===== config.mk =====
export PLATFORM = sky130hd
export DESIGN_NAME = irc_serial_ctrl
export DESIGN_NICKNAME = d
export VERILOG_FILES = /design/src/irc_pkg.sv /design/src/irc_serial_ctrl.sv
export SDC_FILE = /design/constraint.sdc
export NUM_CORES = 1
export LEC_CHECK = 0
export BUFFER_PORTS_ARGS = -buffer_cell sky130_fd_sc_hd__buf_2
export CORE_AREA = 10 10 106 108
export DETAILED_ROUTE_END_ITERATION = 16
export DIE_AREA = 0 0 116 118
export GPL_TIMING_DRIVEN = 0
export MAX_ROUTING_LAYER = met4
export PLACE_DENSITY = 0.73
export SETUP_SLACK_MARGIN = 0.5
export SYNTH_ARGS = -nofsm -noshare
export SYNTH_HDL_FRONTEND = slang
export SYNTH_SLANG_ARGS = --single-unit

===== constraint.sdc =====
create_clock -name i_clk_sys -period 2.5 [get_ports i_clk_sys]
set_input_delay 0.25 -clock i_clk_sys [delete_from_list [all_inputs] [get_ports i_clk_sys]]
set_output_delay 0.25 -clock i_clk_sys [all_outputs]
set_load 0.1 [all_outputs]

===== src/irc_pkg.sv =====
package irc_pkg;

    // Main control register indices (4-bit command index field)
    localparam logic [3:0] IRC_IDX_COMMON = 4'h0;
    localparam logic [3:0] IRC_IDX_MODE = 4'h1;
    localparam logic [3:0] IRC_IDX_LED = 4'h2;
    localparam logic [3:0] IRC_IDX_RESET = 4'hD;
    localparam logic [3:0] IRC_IDX_EXT = 4'hF;

    // Extended indexed register indices
    localparam logic [7:0] IRC_EIDX_MAKER = 8'h00;
    localparam logic [7:0] IRC_EIDX_PART = 8'h01;
    localparam logic [7:0] IRC_EIDX_RECOVERY = 8'h04;
    localparam logic [7:0] IRC_EIDX_SETTLING = 8'h05;
    localparam logic [7:0] IRC_EIDX_CAPS = 8'h06;
    localparam logic [7:0] IRC_EIDX_MODES_LO = 8'h07;
    localparam logic [7:0] IRC_EIDX_MODES_HI = 8'h08;

    // Fixed capability values
    localparam logic [7:0] IRC_VAL_RECOVERY = 8'h24;
    localparam logic [7:0] IRC_VAL_SETTLING = 8'h30;
    localparam logic [7:0] IRC_VAL_CAPS = 8'h03;
    localparam logic [7:0] IRC_VAL_MODES_LO = 8'h0F;
    localparam logic [7:0] IRC_VAL_MODES_HI = 8'h01;

    // Reset values and writable masks
    localparam logic [7:0] IRC_RST_COMMON = 8'h17;
    localparam logic [7:0] IRC_RST_MODE = 8'h00;
    localparam logic [7:0] IRC_RST_LED = 8'h70;
    localparam logic [7:0] IRC_MASK_COMMON = 8'h17;
    localparam logic [7:0] IRC_MASK_LED = 8'hF0;

    // Common control field positions
    localparam int IRC_BIT_POWER = 0;
    localparam int IRC_BIT_RECEIVER_OUTPUT_ENABLE = 1;
    localparam int IRC_BIT_LED_EN = 2;
    localparam int IRC_BIT_ACK_EN = 4;

    // Accepted infrared mode values
    localparam logic [7:0] IRC_MODE_SIR = 8'h00;
    localparam logic [7:0] IRC_MODE_MIR = 8'h01;
    localparam logic [7:0] IRC_MODE_FIR = 8'h02;
    localparam logic [7:0] IRC_MODE_ALT = 8'h03;
    localparam logic [7:0] IRC_MODE_SHARP = 8'h08;

    // Addresses
    localparam logic [2:0] IRC_ADDR_BCAST = 3'b111;
    localparam logic [2:0] IRC_ADDR_OWN = 3'b001;

    // Emitter current per drive-level code, in mA
    localparam logic [9:0] IRC_MA_SWITCHED = 10'd550;
    localparam logic [9:0] IRC_MA_7 = 10'd250;
    localparam logic [9:0] IRC_MA_6 = 10'd125;
    localparam logic [9:0] IRC_MA_5 = 10'd60;
    localparam logic [9:0] IRC_MA_4 = 10'd45;
    localparam logic [9:0] IRC_MA_3 = 10'd30;
    localparam logic [9:0] IRC_MA_2 = 10'd15;
    localparam logic [9:0] IRC_MA_1 = 10'd8;
    localparam logic [9:0] IRC_MA_0 = 10'd0;

    // Serial clock cycles of low command line that force resynchronisation
    localparam logic [4:0] IRC_RESYNC_CYCLES = 5'd30;

    // Frame field counts, counted from the bit after the second sync bit
    localparam logic [3:0] IRC_HEAD_LAST_RD = 4'd7;
    localparam logic [3:0] IRC_HEAD_LAST_WR = 4'd8;
    localparam logic [3:0] IRC_BYTE_LAST = 4'd7;

    // Frame header as received: direction, index, address, flag (bit 0 first)
    typedef struct packed {
        logic more;
        logic [2:0] addr;
        logic [3:0] index;
        logic dir_write;
    } irc_head_s;

    typedef enum logic [4:0] {
        ST_IDLE = 5'b00001,
        ST_HEAD = 5'b00010,
        ST_DATA = 5'b00100,
        ST_RESP = 5'b01000,
        ST_ACK = 5'b10000
    } irc_state_e;

endpackage : irc_pkg


===== src/irc_serial_ctrl.sv =====
`timescale 1ns/1ps
// How it works
// - Upper nibble of LED drive level selects emitter current; code 7 is the default.
// - Read-only extended space by 8-bit index holds IDs and fixed capabilities.
// - Undecodable commands or indices change no register or configuration.
// - Undecodable read command starts no response phase.
// - Any rejected write gets no acknowledge pulse, whatever the enable says.
// - Read of an index that has no read access stays silent.
// - Write of an unsupported mode value loads the default mode 00 instead and is not acknowledged.
// - Reads addressed to broadcast address 111 are never answered.
// - No reaction leaves the answer line idle, no respond phase entered.
// - Defaults are restored by i_reset, by line monitoring and by the reset command at index D.
// - Command line is watched in every state, counting low serial clocks.
// - Thirty low clocks return to command start and reload every default.
// - Acknowledge pulse is one clock low after good individual writes.
// - Command bits are sampled on the rising serial clock edge.
// - Indices, addresses and data travel least significant bit first.
// - Own address and broadcast are served; other addresses are followed only.
module irc_serial_ctrl
    import irc_pkg::*;
#(
    parameter logic [2:0] OWN_ADDR = IRC_ADDR_OWN,
    parameter logic [7:0] MAKER_ID = 8'h5A,  // Arbitrary value
    parameter logic [7:0] PART_ID = 8'hA5    // Arbitrary value
) (
    input wire logic i_clk_sys,
    input wire logic i_reset,
    input wire logic i_sclk,
    input wire logic i_tx_command_line,
    output logic o_rx_answer_line,
    output logic o_rx_answer_oe,
    output logic o_power_normal,
    output logic o_receiver_output_enable,
    output logic o_led_enable,
    output logic o_ack_pulse_enable,
    output logic [7:0] o_ir_mode,
    output logic [3:0] o_led_drive_level,
    output logic [9:0] o_led_current_ma
);

    logic sclk_meta_reg, sclk_sync_reg, sclk_prev_reg;
    logic tx_meta_reg, tx_sync_reg;
    logic [4:0] low_cnt_reg;
    irc_state_e state_reg;
    logic [3:0] cnt_reg;
    logic [8:0] head_reg;
    logic [7:0] data_reg;
    logic [6:0] resp_reg;
    logic [7:0] common_reg, mode_reg, led_reg;

    logic rise, resync;
    irc_head_s head_now;
    logic [7:0] data_now;
    logic mine, bcast, served, head_end, data_end;
    logic wr_ok, rd_ok, ack_ok, do_write, do_special, go_resp, go_ack, go_ext;
    logic [7:0] rd_val, wr_val;
    logic [8:0] ext_hit;

    // Two flip-flops on each pin; the serial clock is only sampled here
    always_ff @(posedge i_clk_sys) begin
        if (i_reset) begin
            sclk_meta_reg <= 1'b0;
            sclk_sync_reg <= 1'b0;
            sclk_prev_reg <= 1'b0;
            tx_meta_reg <= 1'b0;
            tx_sync_reg <= 1'b0;
        end else begin
            sclk_meta_reg <= i_sclk;
            sclk_sync_reg <= sclk_meta_reg;
            sclk_prev_reg <= sclk_sync_reg;
            tx_meta_reg <= i_tx_command_line;
            tx_sync_reg <= tx_meta_reg;
        end
    end

    assign rise = sclk_sync_reg & ~sclk_prev_reg;

    // Low-line watchdog runs in every state; saturates so a long low keeps resyncing
    always_ff @(posedge i_clk_sys) begin
        if (i_reset) begin
            low_cnt_reg <= 5'd0;
        end else if (rise) begin
            if (tx_sync_reg) begin
                low_cnt_reg <= 5'd0;
            end else if (low_cnt_reg != IRC_RESYNC_CYCLES) begin
                low_cnt_reg <= low_cnt_reg + 5'd1;
            end
        end
    end

    assign resync = rise && !tx_sync_reg && (low_cnt_reg >= IRC_RESYNC_CYCLES - 5'd1);

    // Fixed read-only extended space
    function automatic logic [8:0] ext_lookup(input logic [7:0] eidx);
        logic [8:0] r;
        r = 9'h000;
        unique case (eidx)
            IRC_EIDX_MAKER: r = {1'b1, MAKER_ID};
            IRC_EIDX_PART: r = {1'b1, PART_ID};
            IRC_EIDX_RECOVERY: r = {1'b1, IRC_VAL_RECOVERY};
            IRC_EIDX_SETTLING: r = {1'b1, IRC_VAL_SETTLING};
            IRC_EIDX_CAPS: r = {1'b1, IRC_VAL_CAPS};
            IRC_EIDX_MODES_LO: r = {1'b1, IRC_VAL_MODES_LO};
            IRC_EIDX_MODES_HI: r = {1'b1, IRC_VAL_MODES_HI};
            default: r = 9'h000; // Unknown index: no answer
        endcase
        return r;
    endfunction : ext_lookup

    // Current field and byte as they stand including the bit on the line now
    always_comb begin
        head_now = irc_head_s'(head_reg);
        if (state_reg == ST_HEAD) begin
            head_now = irc_head_s'(head_reg | (9'(tx_sync_reg) << cnt_reg));
        end
        data_now = data_reg | (8'(tx_sync_reg) << cnt_reg[2:0]);
    end

    assign mine = (head_now.addr == OWN_ADDR);
    assign bcast = (head_now.addr == IRC_ADDR_BCAST);
    assign served = mine || bcast;
    assign ack_ok = mine && !bcast && common_reg[IRC_BIT_ACK_EN]
                    && common_reg[IRC_BIT_RECEIVER_OUTPUT_ENABLE];
    assign head_end = (state_reg == ST_HEAD) && rise && ((cnt_reg == IRC_HEAD_LAST_RD
                      && !head_now.dir_write) || cnt_reg == IRC_HEAD_LAST_WR);
    assign data_end = (state_reg == ST_DATA) && rise && (cnt_reg == IRC_BYTE_LAST);

    // Decode of write legality and the value to store
    always_comb begin
        wr_ok = 1'b0;
        wr_val = 8'h00;
        unique case (head_now.index)
            IRC_IDX_COMMON: begin
                wr_ok = 1'b1;
                wr_val = data_now & IRC_MASK_COMMON;
            end
            IRC_IDX_MODE: begin
                wr_val = data_now;
                wr_ok = (data_now == IRC_MODE_SIR) || (data_now == IRC_MODE_MIR)
                        || (data_now == IRC_MODE_FIR) || (data_now == IRC_MODE_ALT)
                        || (data_now == IRC_MODE_SHARP);
            end
            IRC_IDX_LED: begin
                wr_ok = 1'b1;
                wr_val = data_now & IRC_MASK_LED;
            end
            default: wr_ok = 1'b0;
        endcase
    end

    // Decode of read legality and the value to return
    always_comb begin
        ext_hit = ext_lookup(data_now);
        rd_ok = 1'b0;
        rd_val = 8'h00;
        unique case (head_now.index)
            IRC_IDX_COMMON: begin
                rd_ok = 1'b1;
                rd_val = common_reg;
            end
            IRC_IDX_MODE: begin
                rd_ok = 1'b1;
                rd_val = mode_reg;
            end
            IRC_IDX_LED: begin
                rd_ok = 1'b1;
                rd_val = led_reg;
            end
            IRC_IDX_EXT: begin
                rd_ok = ext_hit[8];
                rd_val = ext_hit[7:0];
            end
            default: rd_ok = 1'b0;
        endcase
    end

    // Frame outcome events; broadcast reads and rejected writes stay quiet
    always_comb begin
        go_ext = head_end && !head_now.dir_write && head_now.index == IRC_IDX_EXT;
        do_special = head_end && head_now.dir_write && !head_now.more
                     && head_now.index == IRC_IDX_RESET && served;
        do_write = data_end && head_now.dir_write && served && wr_ok;
        go_resp = ((head_end && !head_now.dir_write && !go_ext) ||
                   (data_end && !head_now.dir_write))
                  && mine && !bcast && rd_ok && common_reg[IRC_BIT_RECEIVER_OUTPUT_ENABLE];
        go_ack = ((do_special || (do_write && (head_now.index != IRC_IDX_MODE || wr_ok)))
                  && ack_ok);
    end

    // Frame sequencer; the watchdog overrides everything
    always_ff @(posedge i_clk_sys) begin
        if (i_reset || resync) begin
            state_reg <= ST_IDLE;
            cnt_reg <= 4'd0;
            head_reg <= 9'h000;
            data_reg <= 8'h00;
            resp_reg <= 7'h00;
        end else if (rise) begin
            unique case (state_reg)
                ST_IDLE: begin
                    // A one after the low sync bit opens a frame
                    if (tx_sync_reg) begin
                        state_reg <= ST_HEAD;
                        cnt_reg <= 4'd0;
                        head_reg <= 9'h000;
                        data_reg <= 8'h00;
                    end
                end
                ST_HEAD: begin
                    head_reg <= head_now;
                    cnt_reg <= cnt_reg + 4'd1;
                    if (head_end) begin
                        cnt_reg <= 4'd0;
                        if (go_resp) begin
                            state_reg <= ST_RESP;
                        end else if (go_ack) begin
                            state_reg <= ST_ACK;
                        end else if (go_ext || (head_now.dir_write && head_now.more)) begin
                            state_reg <= ST_DATA;
                        end else begin
                            state_reg <= ST_IDLE;
                        end
                    end
                end
                ST_DATA: begin
                    data_reg <= data_now;
                    cnt_reg <= cnt_reg + 4'd1;
                    if (data_end) begin
                        cnt_reg <= 4'd0;
                        if (go_resp) begin
                            state_reg <= ST_RESP;
                        end else if (go_ack) begin
                            state_reg <= ST_ACK;
                        end else begin
                            state_reg <= ST_IDLE;
                        end
                    end
                end
                ST_RESP: begin
                    resp_reg <= resp_reg >> 1;
                    cnt_reg <= cnt_reg + 4'd1;
                    if (cnt_reg == IRC_BYTE_LAST) begin
                        state_reg <= ST_IDLE;
                    end
                end
                ST_ACK: begin
                    state_reg <= ST_IDLE;
                end
                default: state_reg <= ST_IDLE;
            endcase
            if (go_resp) begin
                resp_reg <= rd_val[7:1];
            end
        end
    end

    // Answer line: driven only while answering or acknowledging
    always_ff @(posedge i_clk_sys) begin
        if (i_reset || resync) begin
            o_rx_answer_line <= 1'b1;
            o_rx_answer_oe <= 1'b0;
        end else if (rise) begin
            if (go_resp) begin
                o_rx_answer_line <= rd_val[0];
                o_rx_answer_oe <= 1'b1;
            end else if (go_ack) begin
                o_rx_answer_line <= 1'b0;
                o_rx_answer_oe <= 1'b1;
            end else if (state_reg == ST_RESP && cnt_reg != IRC_BYTE_LAST) begin
                o_rx_answer_line <= resp_reg[0];
            end else begin
                o_rx_answer_line <= 1'b1;
                o_rx_answer_oe <= 1'b0;
            end
        end
    end

    // Configuration registers; an unsupported mode write loads the default mode, other rejected writes leave them untouched
    always_ff @(posedge i_clk_sys) begin
        if (i_reset || resync || do_special) begin
            common_reg <= IRC_RST_COMMON;
            mode_reg <= IRC_RST_MODE;
            led_reg <= IRC_RST_LED;
        end else if (data_end && head_now.dir_write && served) begin
            if (head_now.index == IRC_IDX_MODE && !wr_ok) begin
                mode_reg <= IRC_RST_MODE;
            end else if (do_write) begin
                unique case (head_now.index)
                    IRC_IDX_COMMON: common_reg <= wr_val;
                    IRC_IDX_MODE: mode_reg <= wr_val;
                    IRC_IDX_LED: led_reg <= wr_val;
                    default: led_reg <= led_reg;
                endcase
            end
        end
    end

    // Decoded configuration outputs
    always_ff @(posedge i_clk_sys) begin
        if (i_reset) begin
            o_power_normal <= 1'b0;
            o_receiver_output_enable <= 1'b0;
            o_led_enable <= 1'b0;
            o_ack_pulse_enable <= 1'b0;
            o_ir_mode <= IRC_RST_MODE;
            o_led_drive_level <= 4'h0;
            o_led_current_ma <= IRC_MA_0;
        end else begin
            o_power_normal <= common_reg[IRC_BIT_POWER];
            o_receiver_output_enable <= common_reg[IRC_BIT_RECEIVER_OUTPUT_ENABLE];
            o_led_enable <= common_reg[IRC_BIT_LED_EN];
            o_ack_pulse_enable <= common_reg[IRC_BIT_ACK_EN];
            o_ir_mode <= mode_reg;
            o_led_drive_level <= led_reg[7:4];
            if (led_reg[7]) begin
                o_led_current_ma <= IRC_MA_SWITCHED;
            end else begin
                unique case (led_reg[6:4])
                    3'd7: o_led_current_ma <= IRC_MA_7;
                    3'd6: o_led_current_ma <= IRC_MA_6;
                    3'd5: o_led_current_ma <= IRC_MA_5;
                    3'd4: o_led_current_ma <= IRC_MA_4;
                    3'd3: o_led_current_ma <= IRC_MA_3;
                    3'd2: o_led_current_ma <= IRC_MA_2;
                    3'd1: o_led_current_ma <= IRC_MA_1;
                    3'd0: o_led_current_ma <= IRC_MA_0;
                endcase
            end
        end
    end

endmodule : irc_serial_ctrl


* Word level (Yosys, flattened, before mapping)
Memories as Yosys holds them, arrays and structs flattened. A register that Yosys moved wholly into a read port is not among the register bits. Cells that the tools add are included.
Storage, ports and cells: register bits after elaboration 95, memory bits (read-only) 64, input port bits 4, output and inout port bits 28, word-level logic and storage cells 173, memories kept 1
Memories:
- (no name shown) | depth 8, bits a word 8, read ports 1, clocked after memory_dff 1, write ports 0, line irc_serial_ctrl.sv:318 | unique case (led_reg[6:4])
Cells by class: $add $sub $neg 2, order comparisons 1, eq/ne operators 28, shift operators 2, multiplexer cells 40, bitwise operators 5, reductions and logical operators 70
Operators with widths (count):
- $pmux 9 s7 | 1
- $mux 5 | 10
- $eq 8x3->1 const B | 4
- $mux 8 | 4
- $pmux 8 s2 | 2
- $pmux 8 s4 | 1
- $logic_and 1x1->1 | 30
- $pmux 5 s4 | 1
- $mux 9 | 2
- $pmux 9 s2 | 1
- $eq 8x2->1 const B | 2
- $pmux 4 s4 | 1
- $mux 7 | 2
- $eq 4x4->1 const B | 3
- $logic_or 1x1->1 | 12
- $mux 4 | 3
- $reduce_and 3->1 | 4
- $reduce_bool 2->1 | 6
- $mux 10 | 1
- $mux 3 | 3
- $or 9x9->9 | 1
- $shl 1x4->9 | 1
- $eq 8x1->1 const B | 1
- $eq 8x4->1 const B | 1
- other kinds (32) | 51

* Logic depth before layout (Yosys ltp)
depth after elaboration 19, gate-level depth with buffers 10, mapped depth without buffers 9

* Least setup slack after synthesis
No wires, ideal clock.
path type flip-flop to flip-flop, start point register cnt_reg[0], end point register resp_reg[3], library setup time 0.122 ns, arrival time 2.311 ns, required time 2.378 ns, path slack 0.067 ns, stages on the path, launching flop included 10, buffers on the path 2, clock period less this slack 2.433 ns, cells stage by stage dfxtp_1 > buf_2 > and4b_1 > clkbuf_1 > a31oi_1 > a311o_1 > a21oi_2 > o2111ai_2 > a22o_4 > a221o_1
On the way: word-level cells in the longest chain between the ends 18, elaborated cells on any way between the ends 43, classes of those cells 13 x eq/ne; 2 x shift; 5 x mux; 2 x bitwise; 21 x reduce/logical
Ends and longest elaborated chain:
- from (decl) | line irc_serial_ctrl.sv:45 | logic [3:0] cnt_reg;
- from (signal assigned) | line irc_serial_ctrl.sv:211 | cnt_reg <= cnt_reg + 4'd1;
- from (signal assigned) | line irc_serial_ctrl.sv:227 | cnt_reg <= cnt_reg + 4'd1;
- from (signal assigned) | line irc_serial_ctrl.sv:241 | cnt_reg <= cnt_reg + 4'd1;
- $shl 1x4->9 | line irc_serial_ctrl.sv:114 | head_now = irc_head_s'(head_reg | (9'(tx_sync_reg) << cnt_reg));
- $or 9x9->9 | line irc_serial_ctrl.sv:114
- $mux 9 | line irc_serial_ctrl.sv:113 | if (state_reg == ST_HEAD) begin
- $logic_not 1->1
- $logic_and 1x1->1 | line irc_serial_ctrl.sv:125 | && !head_now.dir_write) || cnt_reg == IRC_HEAD_LAST_WR);
- $logic_or 1x1->1 | line irc_serial_ctrl.sv:125
- $logic_and 1x1->1 | line irc_serial_ctrl.sv:124 | assign head_end = (state_reg == ST_HEAD) && rise && ((cnt_reg == IRC_HEAD_LAST_RD
- $logic_and 1x1->1 | line irc_serial_ctrl.sv:179, irc_serial_ctrl.sv:183
- $logic_and 1x1->1 | line irc_serial_ctrl.sv:179 | go_ext = head_end && !head_now.dir_write && head_now.index == IRC_IDX_EXT;
- $logic_not 1->1 | line irc_serial_ctrl.sv:183 | go_resp = ((head_end && !head_now.dir_write && !go_ext) ||
- $logic_and 1x1->1 | line irc_serial_ctrl.sv:183
- $logic_or 1x1->1 | line irc_serial_ctrl.sv:183
- $logic_and 1x1->1 (4 in series) | line irc_serial_ctrl.sv:185 | && mine && !bcast && rd_ok && common_reg[IRC_BIT_RECEIVER_OUTPUT_ENABLE];
- $reduce_bool 2->1 (no source line)
- $reduce_and 2->1 (no source line)
- to (signal assigned) | line irc_serial_ctrl.sv:240 | resp_reg <= resp_reg >> 1;
- to (signal assigned) | line irc_serial_ctrl.sv:252 | resp_reg <= rd_val[7:1];
- to (decl) | line irc_serial_ctrl.sv:48 | logic [6:0] resp_reg;
Several ways; a longest one is shown, not always the timed one. A chain may end at the register's enable or synchronous reset.

* Worst setup path in the final report
start point register state_reg[4], end point register resp_reg[0]
On the way: word-level cells in the longest chain between the ends 17, elaborated cells on any way between the ends 34, classes of those cells 8 x eq/ne; 4 x mux; 22 x reduce/logical
Ends and longest elaborated chain:
- from (decl) | line irc_serial_ctrl.sv:44 | irc_state_e state_reg;
- from (signal assigned) | line irc_serial_ctrl.sv:193 | state_reg <= ST_IDLE;
- from (signal assigned) | line irc_serial_ctrl.sv:203 | state_reg <= ST_HEAD;
- from (signal assigned) | line irc_serial_ctrl.sv:215 | state_reg <= ST_RESP;
- $eq 5x2->1 | line irc_serial_ctrl.sv:113, irc_serial_ctrl.sv:124
- $mux 9 | line irc_serial_ctrl.sv:113
- $logic_not 1->1
- $logic_and 1x1->1 | line irc_serial_ctrl.sv:125
- $logic_or 1x1->1 | line irc_serial_ctrl.sv:125
- $logic_and 1x1->1 | line irc_serial_ctrl.sv:124
- $logic_and 1x1->1 | line irc_serial_ctrl.sv:179, irc_serial_ctrl.sv:183
- $logic_and 1x1->1 | line irc_serial_ctrl.sv:179
- $logic_not 1->1 | line irc_serial_ctrl.sv:183
- $logic_and 1x1->1 | line irc_serial_ctrl.sv:183
- $logic_or 1x1->1 | line irc_serial_ctrl.sv:183
- $logic_and 1x1->1 (4 in series) | line irc_serial_ctrl.sv:185
- $reduce_bool 2->1 (no source line)
- $reduce_and 2->1 (no source line)
Several ways; a longest one is shown, not always the timed one.

==> flow_summary.yaml <==
logic_synthesis:
  yosys_warnings: 0
  synth_cells: 551
  synth_edf_count: 0
  ys_seq_area_share_pct: 42.3
  syn_area_sq_mm: 0.00478
  ys_types: 82
  ys_ff_latch: 101
  syn_nets: 560
  syn_avg_cell_area_sq_um: 8.68
  synth-async-reset-ratio_pct: 0
  synth-main-ff-cell: "dfxtp_1"
sta:
  fin_setup_tns_ns: -0.245
  fmax_mhz: 392
  post-route-period-util_pct: 102
  max_slew.worst_pin.slew_ns: 0.596
  setup_violations: 5
  slew_violations: 0
  hold_violations: 0
  timing.slew.headroom_pct: 60.3
  skew_ns: 0.0125
  layout_setup_ws_ns: -0.0541
  rsz0062_at_grt: "yes"
  whs_ns: 0.0809
  fin_crit_ns: 2.55
clocking:
  clockBufferDepth: 2
  holdBufCountCts: 0
  numClockSinks: 101
  cts-buffers-inserted: 9
  cts_tree: "done"
  clk_latency_ns: 0.37
  cts.clk_slew.worst_paths_ns: 0.10
  cts-root-buf: "clkbuf_8"
  htree_num_levels: 3
grt:
  met3_usage_pct: 3.67
  grt_pass1_wl_mm: 22.9
  grt_usage_pct: 21.1
  grt_pass1_vias: 4418
  overflow: 0
  antenna_found_initial: 0
  grt-busiest-layer: "met2"
  met1_usage_pct: 26.0
  met2_usage_pct: 33.2
  grt_max_degree: 18
floorplan:
  die_w_um: 116
  num_rows: 35
  die_h_um: 118
  dieArea_sq_mm: 0.0137
  core_sq_mm: 0.00911
  pin_count: 32
  start_util_pct: 52.5
cells_and_area:
  nNetsFinal: 650
  finalNonFillerCells: 757
  largest_reg_flops: 9
  mostFrequentLayoutCells: "92 x dfxtp_1, 75 x nor2_1, 41 x buf_4"
  fin_area_sq_mm: 0.00632
  layout_commonest_cell: "dfxtp_1"
  antenna_cells: 0
  drive_above_1_share_pct: 35.4
  fillers: 706
  areaGrowthSynthToFinish_pct: 32.1
critical_path:
  regToRegSetupSlack_ns: -0.05
  path_cells: "nor3_4 -> buf_6 -> a31oi_1 -> a311o_2 -> buf_4 -> a21o_1 -> o2111ai_4 -> a22o_4 -> a221o_1"
  r2r_cells: 9
  critical_path_class: "flop to flop"
  reg2reg_to: "resp_reg[0]$_SDFFE_PP0P_"
  crit_arrival_ns: 2.82
  required_ns: 2.76
  r2r_start: "state_reg[4]$_SDFFE_PP0P_"
  cp_max_fo: 8
  worstSetupEndpointType: "flop"
  critical_path_buf_inv_count: 2
  start_kind: "flop"
  cpMaxStageDelayCell: "dfxtp_1"
  critPathMaxStageDelay_ns: 0.57
  startpoint: "state_reg[4]$_SDFFE_PP0P_"
  crit_family: "compound AO/OA/AOI/OAI gates"
hold_path:
  holdPathEnd: "sclk_meta_reg$_SDFF_PP0_"
  hold_path_startpoint: "i_sclk"
  hold_path_depth: 2
  hp-class: "primary input to flop"
job:
  maxCapViolCount: 0
placement:
  place.gp.congestion: 0.967
  post-dp-hpwl_mm: 9.35
  placed_area_sq_mm: 0.00515
  io_buffers: 29
  placed_cells_incl_taps: 691
power_and_ir_drop:
  leakagePower_uw: 0.00253
  power.density_mw_per_mm2: 448
  power.total_uw: 2830
  ir_drop_v: 0.000224
run_status:
  status: "finished with violations"
  violations: "setup timing"
detailed_routing:
  viasPerCell: 6.20
  wl_mm: 14.9
  drt_iter0_markers: 467
  num_vias: 4697
  drc: 0
  dr.pass1.iters: 6
  ant_nets: 0
  routedWlPerCell_um: 19.7
[kinds of logic (layout without fill, tap and decap cells)]
| family | after synthesis | count (layout) | share of synthesized area [%] |
|---|---|---|---|
| and+or+nand+nor | 249 | 249 | 28.2 |
| AOI/OAI and AO/OA | 128 | 128 | 19.0 |
| DFF | 101 | 101 | 42.3 |
| buffers and inverters | 49 | 144 | 5.44 |
| muxes | 13 | 13 | 2.72 |
| adders and majority gates | 6 | 6 | 1.52 |
| xor gates and xnor gates | 4 | 4 | 0.732 |
| other | 1 | 1 | 0.0784 |
[final cells by class]
type	count	area (sq um)	area share (%)
clock inverter	6	46.3	0.732
buffer	32	284	4.49
tap	111	139	2.20
timing repair buffer	79	588	9.30
sequential	101	2040	32.2
multi-input combinational	401	3030	48.0
clock buffer	10	128	2.02
inverter	17	67.6	1.07
[cell usage after synthesis, drive strengths merged, types with 6 or more instances]
cell type | count | area [sq um]
a21oi | 31 | 159
a221o | 6 | 60.1
a22oi | 13 | 97.6
a31oi | 8 | 56.3
and2 | 18 | 113
and3 | 6 | 38.8
buf | 16 | 130
clkbuf | 15 | 56.3
dfxtp | 101 | 2020
inv | 17 | 63.8
mux2i | 13 | 130
nand2 | 27 | 101
nand3 | 17 | 85.1
nand4 | 9 | 56.3
nor2 | 83 | 314
nor2b | 21 | 131
nor3 | 20 | 105
o211ai | 12 | 95.1
o21ai | 21 | 105
or3 | 7 | 50.1
[timing repair]
item	4_1_cts	5_1_grt
endpoints found under the setup margin	67	61
cloned	2	2
gates resized for setup	96	54
pin swaps	24	26
setup buffers	33	13
[power by group]
group / leakage [uW] / switching [uW] / total [uW] / internal (uW)
Clock: 0.0000833 / 601 / 972 / 370
Combinational: 0.00162 / 175 / 231 / 55.6
Sequential: 0.000824 / 7.28 / 1630 / 1620
Total: 0.00253 / 784 / 2830 / 2050
[metal layers]
metal  wire length (um)  up-vias
li1                   -     2163
met1               6060     2228
met5                  0        -
met3               1100       52
met4                450        0
met2               7280      254
[per-stage QoR]
step / setup WS [ns] / utilization [%]
5_1_grt: -0.152 / 69.4
3_3_place_gp: -0.552 / 56.6
6_report: -0.0541 / 69.4
2_1_floorplan: 0.178 / -
3_5_place_dp: -0.587 / 56.6
4_1_cts: 0.0265 / 65.9
[worst reg2reg max path: stages (launching register included)]
cell	delay [ns]
dfxtp_1	0.57
nor3_4	0.09
buf_6	0.15
a31oi_1	0.27
a311o_2	0.28
buf_4	0.16
a21o_1	0.16
o2111ai_4	0.16
a22o_4	0.30
a221o_1	0.32
[worst max path at each step]
stage	cells past startpoint	endpoint	slack, ns
6_report	9	resp_reg[0]$_SDFFE_PP0P_	-0.05
5_1_grt	9	resp_reg[4]$_SDFFE_PP0P_	-0.15
4_1_cts	9	resp_reg[4]$_SDFFE_PP0P_	0.03
3_5_place_dp	9	led_reg[6]$_SDFFE_PP1N_	-0.59
3_3_place_gp	9	led_reg[6]$_SDFFE_PP1N_	-0.55
2_1_floorplan	8	resp_reg[3]$_SDFFE_PP0P_	0.18
Note: power is estimated with default switching activity, not from simulation.
